==> config.mk <==
export PLATFORM = sky130hd
export DESIGN_NAME = titr_regs
export DESIGN_NICKNAME = d
export VERILOG_FILES = /design/src/design/titr_pkg.sv /design/src/design/titr_regs.sv
export SDC_FILE = /design/constraint.sdc
export NUM_CORES = 1
export LEC_CHECK = 0
export BUFFER_PORTS_ARGS = -buffer_cell sky130_fd_sc_hd__buf_2
export CORE_MARGIN = 2
export CORE_UTILIZATION = 35
export DETAILED_ROUTE_END_ITERATION = 6
export GPL_ROUTABILITY_DRIVEN = 0
export GPL_TIMING_DRIVEN = 0
export HOLD_SLACK_MARGIN = 0.1
export PLACE_DENSITY = 0.82
export SLEW_MARGIN = 20
export SYNTH_ARGS = -nofsm -noshare
export SYNTH_HDL_FRONTEND = slang
export SYNTH_SLANG_ARGS = --single-unit
==> constraint.sdc <==
create_clock -name CLOCK -period 1.2 [get_ports CLOCK]
set_input_delay 0.06 -clock CLOCK [delete_from_list [all_inputs] [get_ports CLOCK]]
set_output_delay 0.06 -clock CLOCK [all_outputs]
set_load 0.02 [all_outputs]
==> src/design/titr_pkg.sv <==
// constants, register map and field layout of the trace integration-test registers
//------------------------------------------------------------
// Behaviour
// RQ1 - output drive only while integration mode set
// RQ2 - input readback live while integration mode set
// RQ3 - misc out bits 9:8 drive event outputs
// RQ4 - misc in bits 3:0 return event inputs
// RQ5 - trigger bit 0 drives trigger output
// RQ6 - data bits 4..0 drive bus bits 31,23,15,7,0
// RQ7 - reserved bits read zero, writes ignored
// RQ8 - control readback: flush valid bit1, ready bit0
// RQ9 - integration mode bit clears on reset
// RQ10 - software resets unit after leaving integration mode
//------------------------------------------------------------
package titr_pkg;
	localparam int          ADDR_W          = 12;
	localparam int          DATA_W          = 32;
	localparam int          TDATA_W         = 32;
	// register byte addresses
	localparam logic [11:0] ADDR_MISC_OUT   = 12'hEDC;
	localparam logic [11:0] ADDR_MISC_IN    = 12'hEE0;
	localparam logic [11:0] ADDR_TRIGGER    = 12'hEE8;
	localparam logic [11:0] ADDR_TDATA      = 12'hEEC;
	localparam logic [11:0] ADDR_CTRL_RB    = 12'hEF0;
	localparam logic [11:0] ADDR_MODE_CTRL  = 12'hF00;
	// field positions
	localparam int          MODE_BIT        = 0;
	localparam int          EVOUT_LSB       = 8;
	localparam int          EVOUT_W         = 2;
	localparam int          EVIN_W          = 4;
	localparam int          TRIG_BIT        = 0;
	localparam int          TDSEL_W         = 5;
	localparam int          RB_READY_BIT    = 0;
	localparam int          RB_FLUSH_BIT    = 1;
	localparam logic [31:0] ZERO_WORD       = 32'h0000_0000;
	// bus bit fed by each data drive bit, register bit 4 first
	localparam logic [TDSEL_W-1:0][4:0] TD_BIT_POS = {5'h1F, 5'h17, 5'h0F, 5'h07, 5'h00};
	localparam logic [31:0] TD_USED_MASK    = 32'h8080_8081;
endpackage

==> src/design/titr_regs.sv <==
// integration-test register set of the program trace unit
`timescale 1ns/1ps
module titr_regs
	import titr_pkg::*;
(
	// clock and reset
	input  wire logic               CLOCK,
	input  wire logic               RST,
	// register port
	input  wire logic [ADDR_W-1:0]  ADDR,
	input  wire logic [DATA_W-1:0]  WDATA,
	input  wire logic               WR,
	input  wire logic               RD,
	output logic      [DATA_W-1:0]  RDATA,
	// normal trace logic side
	input  wire logic [EVOUT_W-1:0] NORM_EVENT_OUT,
	input  wire logic               NORM_TRIGGER,
	input  wire logic [TDATA_W-1:0] NORM_TDATA,
	// pins
	input  wire logic [EVIN_W-1:0]  TRACE_EVENT_INPUTS,
	input  wire logic               TRACE_FLUSH_VALID_IN,
	input  wire logic               TRACE_BUS_READY_IN,
	output logic [EVOUT_W-1:0]      TRACE_EVENT_OUTPUTS,
	output logic                    TRACE_TRIGGER_OUTPUT,
	output logic [TDATA_W-1:0]      TRACE_BUS_DATA_OUT,
	output logic                    INTEGRATION_MODE
);
	//------------------------------------------------------------
	// registers
	//------------------------------------------------------------
	logic               mode_r;
	logic [EVOUT_W-1:0] evout_r;
	logic               trig_r;
	logic [TDSEL_W-1:0] tdsel_r;
	logic [DATA_W-1:0]  rdata_nxt;
	logic [TDATA_W-1:0] tdata_nxt;

	function automatic logic hit(input logic [ADDR_W-1:0] a, input logic [ADDR_W-1:0] r);
		return a == r;
	endfunction

	// mode bit, cleared on reset so only software enters test mode
	always_ff @(posedge CLOCK) begin
		if (RST) begin
			mode_r <= 1'b0; // [RQ9]
		end else if (WR && hit(ADDR, ADDR_MODE_CTRL)) begin
			mode_r <= WDATA[MODE_BIT];
		end
	end

	// drive registers keep only their defined bits
	always_ff @(posedge CLOCK) begin
		if (RST) begin
			evout_r <= '0;
			trig_r  <= 1'b0;
			tdsel_r <= '0;
		end else if (WR) begin
			if (hit(ADDR, ADDR_MISC_OUT)) evout_r <= WDATA[EVOUT_LSB +: EVOUT_W]; // [RQ3] [RQ7]
			if (hit(ADDR, ADDR_TRIGGER))  trig_r  <= WDATA[TRIG_BIT];             // [RQ5] [RQ7]
			if (hit(ADDR, ADDR_TDATA))    tdsel_r <= WDATA[TDSEL_W-1:0];          // [RQ6] [RQ7]
		end
	end

	//------------------------------------------------------------
	// read path
	//------------------------------------------------------------
	// read mux; drive registers are write only and unmapped reads give zero
	always_comb begin
		rdata_nxt = ZERO_WORD; // [RQ7]
		if (hit(ADDR, ADDR_MODE_CTRL)) rdata_nxt[MODE_BIT] = mode_r;
		if (mode_r) begin // [RQ2]
			if (hit(ADDR, ADDR_MISC_IN)) rdata_nxt[EVIN_W-1:0] = TRACE_EVENT_INPUTS; // [RQ4]
			if (hit(ADDR, ADDR_CTRL_RB)) begin
				rdata_nxt[RB_FLUSH_BIT] = TRACE_FLUSH_VALID_IN; // [RQ8]
				rdata_nxt[RB_READY_BIT] = TRACE_BUS_READY_IN;   // [RQ8]
			end
		end
	end

	// read data stands only in the cycle after the strobe
	always_ff @(posedge CLOCK) begin
		if (RST) RDATA <= ZERO_WORD;
		else if (RD) RDATA <= rdata_nxt;
		else RDATA <= ZERO_WORD;
	end

	//------------------------------------------------------------
	// pin drive
	//------------------------------------------------------------
	// output steering between test registers and normal trace logic
	always_comb begin
		tdata_nxt     = NORM_TDATA;
		if (mode_r) begin // [RQ1]
			tdata_nxt     = '0;
			for (int i = 0; i < TDSEL_W; i++) begin
				tdata_nxt[TD_BIT_POS[i]] = tdsel_r[i]; // [RQ6]
			end
		end
	end

	// registered pins, one cycle behind their source
	always_ff @(posedge CLOCK) begin
		if (RST) begin
			TRACE_EVENT_OUTPUTS  <= '0;
			TRACE_TRIGGER_OUTPUT <= 1'b0;
			TRACE_BUS_DATA_OUT   <= '0;
			INTEGRATION_MODE     <= 1'b0;
		end else begin
			TRACE_EVENT_OUTPUTS  <= mode_r ? evout_r : NORM_EVENT_OUT; // [RQ1] [RQ3]
			TRACE_TRIGGER_OUTPUT <= mode_r ? trig_r : NORM_TRIGGER;    // [RQ1] [RQ5]
			TRACE_BUS_DATA_OUT   <= tdata_nxt;
			INTEGRATION_MODE     <= mode_r;
		end
	end
endmodule

=== Word-level counts from Yosys, hierarchy flattened ===
Index checks and enable logic that the tools add are counted.

* Register bits: 77
* Input bits: 89
* Output and inout port bits: 68
* Word-level logic and storage cells: 37

* Eq/ne operators: 6
* Muxes and demuxes: 7
* Bitwise gates (word level): 3
* Reductions and logical operators: 8

{| class="wikitable"
|+ Operator list
! cell !! number
|-
| $eq 12x12->1 const B || 6
|-
| $mux 32 || 1
|-
| $mux 2 || 3
|-
| $reduce_and 2->1 || 3
|-
| $reduce_or 2->1 || 2
|-
| $reduce_or 4->1 || 1
|-
| $mux 1 || 3
|-
| $not 1->1 || 3
|-
| $reduce_or 3->1 || 1
|-
| $logic_and 1x1->1 || 1
|}

=== Longest topological paths before layout ===
* Word-level depth: 5
* Gate-level depth with buffers: 4
* Gate-level depth less buffers: 3

=== Worst setup path after synthesis ===
No wires, ideal clock.

* Path kind: reg2reg
* Start: register mode_r
* End: register TRACE_BUS_DATA_OUT[10]
* Setup time: 0.059 ns
* Data arrival time: 1.099 ns
* Required time: 1.141 ns
* Path slack: 0.042 ns
* Cell stages (with the launch flop): 5
* Buffers on the path: 2
* Clock period less this slack: 1.158 ns
* Path through: dfxtp_1 buf_2 nor2_1 clkbuf_1 and2_1

* Word-level cells in the longest chain between the ends: 1

{| class="wikitable"
|+ RTL lines
! item !! line !! source
|-
| from (decl) || titr_regs.sv:31 || <nowiki>logic mode_r;</nowiki>
|-
| from (signal assigned) || titr_regs.sv:47 || <nowiki>mode_r <= WDATA[MODE_BIT];</nowiki>
|-
| $reduce_or 2->1 (no source line) || -- ||
|-
| to (signal assigned) || titr_regs.sv:111 || <nowiki>TRACE_BUS_DATA_OUT <= tdata_nxt;</nowiki>
|-
| to (decl) || titr_regs.sv:25 || <nowiki>output logic [TDATA_W-1:0] TRACE_BUS_DATA_OUT,</nowiki>
|}

Every way passes these cells.
A chain may end at the register's enable or synchronous reset.

=== Worst setup path in the final report ===
* Start: input RST
* End: register TRACE_BUS_DATA_OUT[1]

* Word-level cells in the longest chain between the ends: 1

{| class="wikitable"
|+ RTL lines
! item !! line !! source
|-
| from (decl) || titr_regs.sv:8 || <nowiki>input wire logic RST,</nowiki>
|-
| $reduce_or 2->1 (no source line) || -- ||
|}

Every way passes these cells.

==> impl_summary.log <==
INFO  metric vias = around 1800
INFO  metric critPathBufInv = 3
INFO  metric synth.top_cells.by_area = sky130_fd_sc_hd__dfxtp_1, sky130_fd_sc_hd__buf_4, sky130_fd_sc_hd__mux2i_1, sky130_fd_sc_hd__and2_1, sky130_fd_sc_hd__nand2b_1
INFO  metric clock-skew-final = roughly 0.0028 ns
INFO  metric fmaxAchievable = 900 MHz
INFO  metric cts.sinks = 49
INFO  metric clock_tree_from_tritoncts = yes
INFO  metric critical_path_source_type = primary input
INFO  metric dieArea = 0.00607 mm2
INFO  metric critical_path.slowest_cell = sky130_fd_sc_hd__dlygate4sd3_1
INFO  metric switching_share = about 26%
INFO  metric row_count = 26
INFO  metric synth.cell_area = about 0.0019 mm2
INFO  metric core-area = around 0.0052 mm2
INFO  metric final_layout_size_suffix_gt1_share = between 40 and 50%
INFO  metric slew-limit-headroom = between 60% and 70%
INFO  metric synthesis.yosys.warnings = 0
INFO  metric insertedDiodeCount = 0
INFO  metric layout_setup_ws = a little under 0.09 ns
INFO  metric switchingPower = between 800 and 900 uW
INFO  metric vias_per_cell = a little over 4
INFO  metric slew_violations = 0
INFO  metric mapped_cells = 181
INFO  metric start_util = between 30% and 40%
INFO  metric number_of_endpoints_with_negative_hold_slack_in_the_final_report = 0
INFO  metric cts_max_level = 2
INFO  metric largest_net_degree_at_the_start_of_global_routing = 15
INFO  metric detail-route-antenna-nets = 0
INFO  metric initialDrtViolationCount = 40
INFO  metric postLayoutCoreUtil = 61.6%
INFO  metric clk_pin_slew_worst_paths = around 0.08 ns
INFO  metric grtUsageTotal = roughly 17%
INFO  metric crit_path_cell_trace = dlygate4sd3_1, buf_2, nor2_4, buf_2, and2_1
INFO  metric run_status = finished clean
INFO  metric irDropWorstVdd = about 0.64 mV
INFO  metric post_synth_num_cell_types = 28
INFO  metric cts_buffer_depth = 2
INFO  metric number_of_flip_flops_and_latches_in_the_synthesized_netlist = just under 50
INFO  metric power_density = between 1000 and 1500 mW/mm2
INFO  metric static-leakage-power = around 1.6 nW
INFO  metric worst_slew_pin_slew = about 0.52 ns
INFO  metric antenna_found_initial = 0
INFO  metric synth_seq_area_share = between 50% and 60%
INFO  metric maxCapViolations = 0
INFO  metric synthDominantAreaCellType = sky130_fd_sc_hd__dfxtp_1
INFO  metric min_clock_period_post_route = roughly 1.1 ns
INFO  metric design.final.nets = about 460
INFO  metric crit_type = in -> reg
INFO  metric required = between 1 and 1.5 ns
INFO  metric worst_skew_pair.late_latency = roughly 0.29 ns
INFO  metric crit_top_cell = sky130_fd_sc_hd__buf_2
INFO  metric dieHeight = around 78 um
INFO  metric period_utilization_post_route = around 93%
INFO  metric tritoncts.num_buffers = 5
INFO  metric cts-root-buf = sky130_fd_sc_hd__clkbuf_8
INFO  metric detail_route.wirelength = ~5.2 mm
INFO  metric synth_top_area_share = 51.3%
INFO  metric p_int = about 2.4 mW
INFO  metric die-width = between 70 and 80 um
INFO  metric critical_path_arrival = 1.34 ns
INFO  metric critPathCaptureType = flop
INFO  metric p_comb_share = between 20 and 25%
INFO  metric final_routed_drc_violation_total = 0
INFO  metric routed_wire_length_per_instance = between 10 and 15 um
INFO  metric critPathMaxFanout = 10
INFO  metric dp_slack = -0.347 ns
INFO  metric finalSetupViolCount = 0
INFO  metric sequentialPowerShare = between 50 and 60%
INFO  metric power_frac_clock = 27.8%
INFO  metric ios = roughly 160
INFO  metric grt-ovfl-total = 0
INFO  metric min_path_type = in -> reg
INFO  metric dp_hpwl = around 3.3 mm
INFO  metric area_growth_syn_to_layout = 67.6%
INFO  metric grt_pass1_wl = 8.07 mm
INFO  metric synth.avg_cell_area = 10.6 um2
INFO  metric vias_in_the_first_global_route = approximately 1800
INFO  metric path_delay_family = buffers and inverters
INFO  metric slowest_delay = 0.55 ns
INFO  metric setup_repair_after_global_routing_missed_its_margin = false
INFO  metric place.port_buffers = roughly 100
INFO  metric drt_first_pass_iters = 4
==> logic make-up (layout without fill, tap and decap cells) <==
group | Yosys count | in the layout | share of synthesized area, %
compound gates | 1 | 1 | 0.589
buf+inv | 35 | 195 | 12.4
flops | 49 | 49 | 51.3
mux | 18 | 18 | 9.42
other cells | 1 | 28 | 0.196
simple gates | 77 | 77 | 26.1
==> worst reg2reg max path, cell delays in order (launching register included) <==
cell and delay, ns:
sky130_fd_sc_hd__dfxtp_1 0.31, sky130_fd_sc_hd__buf_4 0.19, sky130_fd_sc_hd__nor2_4 0.15, sky130_fd_sc_hd__buf_2 0.21, sky130_fd_sc_hd__and2_1 0.17
==> layout make-up <==
| cell class | count | area [um2] |
|---|---|---|
| plain buffers | 33 | 240 |
| clock buffers | 6 | 72.6 |
| clock inverters | 2 | 10.0 |
| fillers | 438 | 2000 |
| inverters | 2 | 7.51 |
| multi-input cells | 124 | 806 |
| flip-flops and latches | 49 | 981 |
| well taps | 70 | 87.6 |
| repair buffers | 152 | 1000 |
==> layout by cell type, fill, tap and decap left out, types with 3 or more instances in the layout <==
master / n
sky130_fd_sc_hd__and2_1: 27
sky130_fd_sc_hd__and3_1: 4
sky130_fd_sc_hd__buf_2: 104
sky130_fd_sc_hd__buf_4: 31
sky130_fd_sc_hd__clkbuf_8: 5
sky130_fd_sc_hd__conb_1: 28
sky130_fd_sc_hd__dfxtp_1: 49
sky130_fd_sc_hd__dlygate4sd3_1: 47
sky130_fd_sc_hd__mux2i_1: 18
sky130_fd_sc_hd__nand2b_1: 15
sky130_fd_sc_hd__nand4b_1: 3
sky130_fd_sc_hd__nor2_1: 11
==> synthesized netlist by cell type (all sizes together) <==
cell type and count:
dfxtp 49, buf 29, and2 27, mux2i 18, nand2b 15, nor2 12
and3 4, clkbuf 4, nand4b 4, nor4 4, inv 2, and3b 1
conb 1, nand2 1, nand3 1, nand4 1, nand4bb 1, nor2b 1
nor3 1, nor4b 1, o2111a 1, or2 1, or3 1, or3b 1
==> per-stage QoR <==
step / cells / TNS, ns / total power [mW] / hold WS [ns] / area, um2
floorplan: 208 / 0 / 2.06 / 0.161 / 2010
global placement: 381 / -6.49 / 2.25 / 0.259 / 2620
detailed placement: 381 / -6.99 / 2.25 / 0.262 / 2620
CTS: 436 / 0 / 3.28 / 0.0953 / 3180
global route: 438 / 0 / 3.43 / 0.113 / 3210
finish: 438 / 0 / 3.27 / 0.102 / 3210
==> registers in the layout, summed over array words and instances (netlist names) <==
name,cells
TRACE_TRIGGER_OUTPUT,1
INTEGRATION_MODE,1
TRACE_BUS_DATA_OUT,32
trig_r,1
TRACE_EVENT_OUTPUTS,2
RDATA,4
evout_r,2
tdsel_r,5
mode_r,1
==> power by group through the flow <==
| stage | logic (mW) | registers [mW] | clock network (mW) |
|---|---|---|---|
| after floorplan | 0.238 | 1.82 | 0 |
| after global placement | 0.508 | 1.74 | 0 |
| after detailed placement | 0.512 | 1.74 | 0 |
| after CTS | 0.631 | 1.70 | 0.952 |
| after global routing | 0.705 | 1.71 | 1.02 |
| final | 0.656 | 1.70 | 0.907 |
==> metal layers <==
metal	routed length [um]	vias to the layer above	part of all wire (%)	global-route usage (%)
li1	-	910	-	-
met1	1990	769	38	16.9
met2	2590	91	50	32.2
met3	510	10	9.8	6.40
met4	101	0	1.9	6.14
met5	0	-	0	0
==> timing repair <==
| item | CTS | global route |
|---|---|---|
| buffers inserted | 0 | 2 |
| hold buffers | 47 | 0 |
| pin swaps | 0 | 1 |
| endpoints found under the hold margin | 45 | 0 |
| resized for setup | 5 | 8 |
| endpoints found under the setup margin | 27 | 25 |
==> path summary, 6_finish.rpt <==
check,end,slack (ns),cells after the start,start
setup / recovery,TRACE_BUS_DATA_OUT[1]$_SDFF_PP0_,0.09,5,RST
hold / removal,trig_r$_SDFFE_PP0P_,0.10,3,WDATA[0]
setup reg to reg,TRACE_BUS_DATA_OUT[1]$_SDFF_PP0_,0.11,4,mode_r$_SDFFE_PP0P_
hold reg to reg,tdsel_r[1]$_SDFFE_PP0P_,0.48,2,tdsel_r[1]$_SDFFE_PP0P_
Note: power is estimated with default switching activity, not from simulation.
